File: config.mk
export PLATFORM = sky130hd
export DESIGN_NAME = passive_serial_config_port
export DESIGN_NICKNAME = d
export VERILOG_FILES = /design/src/rtl/ps_config_pkg.sv /design/src/rtl/passive_serial_config_port.sv /design/src/rtl/pin_sync.sv
export SDC_FILE = /design/constraint.sdc
export NUM_CORES = 1
export LEC_CHECK = 0
export ABC_AREA = 0
export BUFFER_PORTS_ARGS = -buffer_cell sky130_fd_sc_hd__buf_4
export CAP_MARGIN = 20
export CORE_UTILIZATION = 60
export CTS_BUF_LIST = sky130_fd_sc_hd__clkbuf_4
export DETAILED_ROUTE_END_ITERATION = 8
export GPL_ROUTABILITY_DRIVEN = 0
export HOLD_SLACK_MARGIN = 0.1
export PLACE_DENSITY = 0.85
export SLEW_MARGIN = 20
export SYNTH_ARGS = -nofsm -noshare
export SYNTH_HDL_FRONTEND = slang
export SYNTH_SLANG_ARGS = --single-unit
File: constraint.sdc
create_clock -name sys_clk -period 5.2 [get_ports sys_clk]
set_input_delay 0.52 -clock sys_clk [delete_from_list [all_inputs] [get_ports sys_clk]]
set_output_delay 0.52 -clock sys_clk [all_outputs]
set_load 0.01 [all_outputs]
File: src/rtl/ps_config_pkg.sv
// Constants shared by the passive serial configuration port
`default_nettype none
package ps_config_pkg;
  // Size of the configuration image in bits
  localparam int unsigned IMAGE_BITS_WIDTH  = 24;
  localparam logic [23:0] IMAGE_BITS_DEFAULT = 24'h000040;
  // Falling bit-clock edges after load-complete before user mode
  localparam logic [1:0]  INIT_FALL_EDGES   = 2'h2;
  // Sync-word check: first byte of every image
  localparam logic [7:0]  SYNC_BYTE_DEFAULT = 8'h6A;
  // Bit counter reset value
  localparam logic [23:0] COUNT_RESET       = 24'h000000;
  // Configuration phases
  typedef enum logic [2:0] {
    ST_RESET  = 3'b000,
    ST_WAIT   = 3'b001,
    ST_LOAD   = 3'b010,
    ST_INIT   = 3'b011,
    ST_USER   = 3'b100,
    ST_ERROR  = 3'b101
  } phase_type;
endpackage : ps_config_pkg
`default_nettype wire
File: src/rtl/passive_serial_config_port.sv
// Passive serial configuration port: load, chain handoff, error and user mode
`default_nettype none
module passive_serial_config_port
  import ps_config_pkg::*;
#(
  parameter logic [23:0] IMAGE_BITS = ps_config_pkg::IMAGE_BITS_DEFAULT,
  parameter logic [7:0]  SYNC_BYTE  = ps_config_pkg::SYNC_BYTE_DEFAULT
) (
  // Clock and reset
  input  wire logic        sys_clk,
  input  wire logic        nrst,
  // Configuration pins
  input  wire logic        reconfig_request_n,
  input  wire logic        config_enable_in_n,
  input  wire logic        config_bit_clock,
  input  wire logic        user_supplied_clock,
  input  wire logic        use_user_clock,
  input  wire logic        serial_data_in,
  output logic             config_enable_out_n,
  // Open-drain shared lines
  input  wire logic        config_error_status_n_in,
  output logic             config_error_status_n_out,
  output logic             config_error_status_n_oe,
  input  wire logic        load_complete_in,
  output logic             load_complete_out,
  output logic             load_complete_oe,
  // Loaded data toward the core
  output logic [7:0]       config_byte,
  output logic             config_byte_valid,
  output logic             user_mode
);
  import ps_config_pkg::*;

  logic [6:0] pins_raw;
  logic [6:0] pins_s;
  phase_type  phase;
  phase_type  next_phase;
  logic       clk_prev;
  logic [23:0] bit_count;
  logic [7:0]  shift;
  logic [2:0]  bit_in_byte;
  logic        first_byte_seen;
  logic [1:0]  fall_count;
  logic        error_flag;
  logic        own_pull_d1;
  logic        own_pull_d2;

  // Every pin except use_user_clock passes two flip-flops
  assign pins_raw = {load_complete_in, reconfig_request_n, config_enable_in_n,
                     config_bit_clock, user_supplied_clock, serial_data_in,
                     config_error_status_n_in};

  pin_sync #(.WIDTH(7)) u_sync (
    .sys_clk      (sys_clk),
    .nrst         (nrst),
    .pin_in       (pins_raw),
    .pin_sync_out (pins_s)
  );

  wire load_s    = pins_s[6];
  wire req_n_s   = pins_s[5];
  wire enable_n  = pins_s[4];
  wire data_s    = pins_s[1];
  wire status_s  = pins_s[0];
  // User clock may stand in for the host bit clock
  wire clk_s     = use_user_clock ? pins_s[2] : pins_s[3];
  wire clk_rise  = clk_s & ~clk_prev;
  wire clk_fall  = ~clk_s & clk_prev;
  // Start-up edges only count once the shared load line is released
  wire init_fall = clk_fall && load_s;

  wire in_reset    = !req_n_s;
  wire loading     = (phase == ST_LOAD);
  wire take_bit    = loading && clk_rise;
  wire byte_done   = take_bit && (bit_in_byte == 3'h7);
  wire [7:0] new_byte = {data_s, shift[7:1]}; // LSB first
  wire sync_bad    = byte_done && !first_byte_seen && (new_byte != SYNC_BYTE);
  wire last_bit    = take_bit && (bit_count == IMAGE_BITS - 24'h000001);
  // Another device on the shared line flagged an error; our own pull, seen
  // through the synchroniser, stays masked for two cycles after release
  wire chain_error = !status_s && !own_pull_d1 && !own_pull_d2 &&
                     (phase != ST_RESET);

  // Phase sequencing
  always_comb begin
    next_phase = phase;
    unique case (phase)
      ST_RESET: next_phase = ST_WAIT;
      // Enable active starts loading at once
      ST_WAIT:  if (!enable_n) next_phase = ST_LOAD;
      ST_LOAD: begin
        if (sync_bad || chain_error)
          next_phase = ST_ERROR;
        else if (last_bit)
          next_phase = ST_INIT;
      end
      ST_INIT:  if (init_fall && fall_count == INIT_FALL_EDGES - 2'h1)
                  next_phase = ST_USER;
      ST_USER:  next_phase = ST_USER;
      ST_ERROR: next_phase = ST_ERROR;
      default:  next_phase = ST_RESET;
    endcase
    if (in_reset)
      next_phase = ST_RESET;
  end

  // Phase and edge tracking
  always_ff @(posedge sys_clk) begin
    if (!nrst) begin
      phase    <= ST_RESET;
      clk_prev <= 1'b0;
    end else begin
      phase    <= next_phase;
      clk_prev <= clk_s;
    end
  end

  // Shift register and bit counter
  always_ff @(posedge sys_clk) begin
    if (!nrst || in_reset || phase == ST_RESET) begin
      bit_count       <= COUNT_RESET;
      shift           <= 8'h00;
      bit_in_byte     <= 3'h0;
      first_byte_seen <= 1'b0;
    end else if (take_bit) begin
      bit_count   <= bit_count + 24'h000001;
      shift       <= new_byte;
      bit_in_byte <= bit_in_byte + 3'h1;
      if (byte_done)
        first_byte_seen <= 1'b1;
    end
  end

  // Byte output toward the core
  always_ff @(posedge sys_clk) begin
    if (!nrst || in_reset) begin
      config_byte       <= 8'h00;
      config_byte_valid <= 1'b0;
    end else begin
      config_byte_valid <= byte_done && !sync_bad;
      if (byte_done)
        config_byte <= new_byte;
    end
  end

  // Falling edges after load-complete
  always_ff @(posedge sys_clk) begin
    if (!nrst || phase != ST_INIT)
      fall_count <= 2'h0;
    else if (init_fall)
      fall_count <= fall_count + 2'h1;
  end

  // Own pull on the status line, delayed to match its synchroniser, so the
  // line still low from our own reset pull is not taken for another's error
  always_ff @(posedge sys_clk) begin
    if (!nrst) begin
      own_pull_d1 <= 1'b1;
      own_pull_d2 <= 1'b1;
    end else begin
      own_pull_d1 <= config_error_status_n_oe;
      own_pull_d2 <= own_pull_d1;
    end
  end

  // Sticky error until reset request
  always_ff @(posedge sys_clk) begin
    if (!nrst || in_reset)
      error_flag <= 1'b0;
    else if (next_phase == ST_ERROR)
      error_flag <= 1'b1;
  end

  // Pin outputs
  assign config_error_status_n_out = 1'b0;
  assign config_error_status_n_oe  = error_flag || phase == ST_RESET;
  assign load_complete_out = 1'b0;
  // Held low until the whole stream is
  assign load_complete_oe  = (phase == ST_RESET) || (phase == ST_WAIT) ||
                             (phase == ST_LOAD) || (phase == ST_ERROR);
  // Handoff to the next device after loading
  assign config_enable_out_n = !((phase == ST_INIT) || (phase == ST_USER));
  assign user_mode = (phase == ST_USER);

  // Checks
  chk_load_hold: assert property (@(posedge sys_clk) disable iff (!nrst)
    (phase == ST_LOAD) |-> load_complete_oe)
    else $error("load complete released during loading");
  chk_reset_hold: assert property (@(posedge sys_clk) disable iff (!nrst)
    in_reset |=> (phase == ST_RESET))
    else $error("reset request not obeyed");
  chk_reconfig_user: assert property (@(posedge sys_clk) disable iff (!nrst)
    (phase == ST_USER) && in_reset |=> !user_mode)
    else $error("user mode kept after request");
  chk_enable_out: assert property (@(posedge sys_clk) disable iff (!nrst)
    loading && last_bit && !sync_bad && !chain_error && !in_reset |=> !config_enable_out_n)
    else $error("enable out not driven low");
  chk_start_load: assert property (@(posedge sys_clk) disable iff (!nrst)
    (phase == ST_WAIT) && !enable_n && !in_reset |=> (phase == ST_LOAD))
    else $error("load not started");
  chk_error_pull: assert property (@(posedge sys_clk) disable iff (!nrst)
    (phase == ST_ERROR) |-> config_error_status_n_oe)
    else $error("error line not pulled");
  chk_bit_count: assert property (@(posedge sys_clk) disable iff (!nrst)
    take_bit && !in_reset |=> (bit_count == $past(bit_count) + 24'h000001))
    else $error("bit not counted");
  chk_init_edges: assert property (@(posedge sys_clk) disable iff (!nrst)
    $rose(user_mode) |-> $past(phase) == ST_INIT && $past(fall_count) == 2'h1)
    else $error("user mode before two falling edges");
  cov_handoff: cover property (@(posedge sys_clk) disable iff (!nrst)
    $fell(config_enable_out_n));
  cov_user: cover property (@(posedge sys_clk) disable iff (!nrst) $rose(user_mode));
  cov_error: cover property (@(posedge sys_clk) disable iff (!nrst) $rose(error_flag));
  cov_reconfig: cover property (@(posedge sys_clk) disable iff (!nrst)
    user_mode ##1 !user_mode);
endmodule : passive_serial_config_port
`default_nettype wire

File: src/rtl/pin_sync.sv
// Two-stage synchroniser for a group of pins from outside the clock domain
`default_nettype none
module pin_sync #(
  parameter int unsigned WIDTH = 1
) (
  // Clock and reset
  input  wire logic             sys_clk,
  input  wire logic             nrst,
  // Pins and synchronised copies
  input  wire logic [WIDTH-1:0] pin_in,
  output var  logic [WIDTH-1:0] pin_sync_out
);
  logic [WIDTH-1:0] stage1;

  // First stage feeds only the second stage
  always_ff @(posedge sys_clk) begin
    if (!nrst) begin
      stage1       <= '0;
      pin_sync_out <= '0;
    end else begin
      stage1       <= pin_in;
      pin_sync_out <= stage1;
    end
  end
endmodule : pin_sync
`default_nettype wire

==> out/metrics.csv <==
metric;value;unit
outcome;finished clean;
fmax;408;MHz
dieArea;0.00491;mm^2
start_util;0.629;
dp_hpwl;3330;um
drt_iter0_drc;98;
slew_viol_final;0;
post_cts_buffers;0;
fin_skew;0.0103;ns
fin_nets;334;
maxCapViolCount;0;
power_frac_comb;0.016;
finalCriticalPeriod;2.45;ns
grt_overflow;0;
ios;25;
reg2reg_from;phase[1];
fin_util;0.710;
port_buffers;22;
startpoint;phase[1];
yosysTopAreaCellShare;0.483;
tightest_slew;0.759;ns
leakagePower;1.08;nW
power_density;311;mW/mm^2
grt_antenna_before_repair;0;
min_from;config_enable_in_n;
drt-total-wl;5080;um
syn_to_final_growth;12.8;%
h-tree-depth;3;
ys_warn_count;0;
synth_area_leaders;dfxtp_1, nor2_1, xor2_1;
grt_max_degree;36;
cts_tree;built;
synth_edf_count;0;
path_cells;or4b_4, or4_1, nor4_2, xnor2_1, nor2_1;
hold_viol;0;
avgRoutedWirePerCell;13.5;um
seq_area_frac_synth;0.483;
cpMaxStageDelayCell;or4_1;
cts_resized;0;
syn_inst;302;
ir_drop;0.000192;V
drive_gt1_frac;0.154;
avgSynthCellArea;9.20;um^2
clkTransAtPathRegs;0.11;ns
post_dp_cell_area;0.00294;mm^2
setup_viol;0;
worstSkewPairLatency;0.42;ns
diodes;0;
drc;0;
cp.arrival;2.75;ns
core-area;0.00441;mm^2
grt_pass1_vias;1974;
cp.required;5.50;ns
start_kind;flop;
synth.distinct_cells;39;
rsz0062_at_grt;no;
synthFlopType;dfxtp_1;
p_seq_frac;0.534;
vias_per_cell;5.65;
dr.pass1.iters;4;
finish.instance_area;0.00313;mm^2
p_sw;199;uW
antenna_left;0;
cts-buffers-inserted;9;
netSwitchingFraction;0.204;
hold_buffers;0;
slew_headroom;0.480;
totalPowerFinal;975;uW
worstPathMaxFanout;13;
cts_sinks;67;
p_int;777;uW
setup_tns;0;ns
via_count;2129;
synthesis.area;0.00278;mm^2
yosysTopAreaCell;dfxtp_1;
cts_root_buffer;clkbuf_4;
crit_path_end_kind;flop;
async_flop_share;0;
synth_top_cells_by_count;dfxtp_1, nor2_1, nand2_1;
min_period_over_period;0.471;
die_h;70.0;um
synth_seq_cells;67;
track_usage;0.228;
grt_pass1_wl;8640;um
path_class;flop to flop;
hold_slack;0.297;ns
holdCritPathClass;primary input to flop;
synth.most_common_cell;dfxtp_1;
clkPwrFrac;0.450;
max_stage_delay;0.71;ns
cts_buffer_depth;2;
num_rows;24;
die_w;70.0;um
==> area by class of cell <==
cell class                      count  area, um^2
Clock inverter                      6         114
Tap cell                           52        65.1
Clock buffer                       10        75.1
Sequential cell                    67        1340
Inverter                            4        15.0
Multi-Input combinational cell    215        1350
Timing Repair Buffer               23         173
Fill cell                         353        1280
==> path summary, 6_finish.rpt <==
check / cells past startpoint / end / slack, ns
worst min-delay path: 2 / u_sync.stage1[4] / 0.30
worst max-delay path: 5 / bit_count[20] / 2.75
worst max register to register: 5 / bit_count[20] / 2.75
worst min register to register: 1 / u_sync.pin_sync_out[6] / 0.44
==> metal layers <==
metal / GRT usage / vias to the layer above / part of all wire
met4: 0.111 / 0 / 0.013
met2: 0.355 / 55 / 0.48
met1: 0.278 / 988 / 0.45
met3: 0.0837 / 7 / 0.059
met5: 0 / - / 0
li1: - / 1079 / -
==> stage by stage <==
stage | setup slack [ns] | std cells
2_1_floorplan | 3.10 | 303
3_3_place_gp | 2.81 | 361
3_5_place_dp | 2.77 | 361
4_1_cts | 2.76 | 377
5_1_grt | 2.64 | 377
6_report | 2.75 | 377
==> worst max-delay path: cells and delay by family, from the launching register on <==
family,cells,cell delay [ns]
xor gates and xnor gates,1,0.16
DFF,1,0.55
and+or+nand+nor,4,1.61
==> layout by cell type, fill, tap and decap left out, drive strengths merged, types with 6 or more instances in the layout <==
cell type,n
and2,16
a21oi,13
clkbuf,10
a31oi,6
mux2i,11
buf,23
nand4,16
nor2,42
dfxtp,67
xnor2,11
xor2,13
nand2,21
nor3,10
nand3,15
==> cell families after synthesis <==
family / after synthesis / synth area share
adder cells (fa/ha/maj): 4 / 0.0180
multiplexers: 11 / 0.0396
AND/OR/NAND/NOR: 148 / 0.294
other: 1 / 0.00135
XOR/XNOR: 24 / 0.0757
flip-flops: 67 / 0.483
AO/OA/AOI/OAI: 26 / 0.0554
buffers and inverters: 21 / 0.0333
==> state kept, by name (all words and copies together) (netlist names) <==
register	flops
bit_count	24
config_byte	8
shift	7
u_sync.pin_sync_out	7
u_sync.stage1	7
bit_in_byte	3
phase	3
fall_count	2
clk_prev	1
config_byte_valid	1
error_flag	1
first_byte_seen	1
own_pull_d1	1
own_pull_d2	1
==> power by group through the flow <==
stage / sequential (mW) / clock (mW) / combinational (mW)
floorplan: 0.532 / 0 / 0.0109
global placement: 0.532 / 0 / 0.0156
detailed placement: 0.533 / 0 / 0.0162
finish: 0.521 / 0.438 / 0.0160
global route: 0.522 / 0.469 / 0.0180
CTS: 0.521 / 0.448 / 0.0163
(Power assumes the default switching activity.)
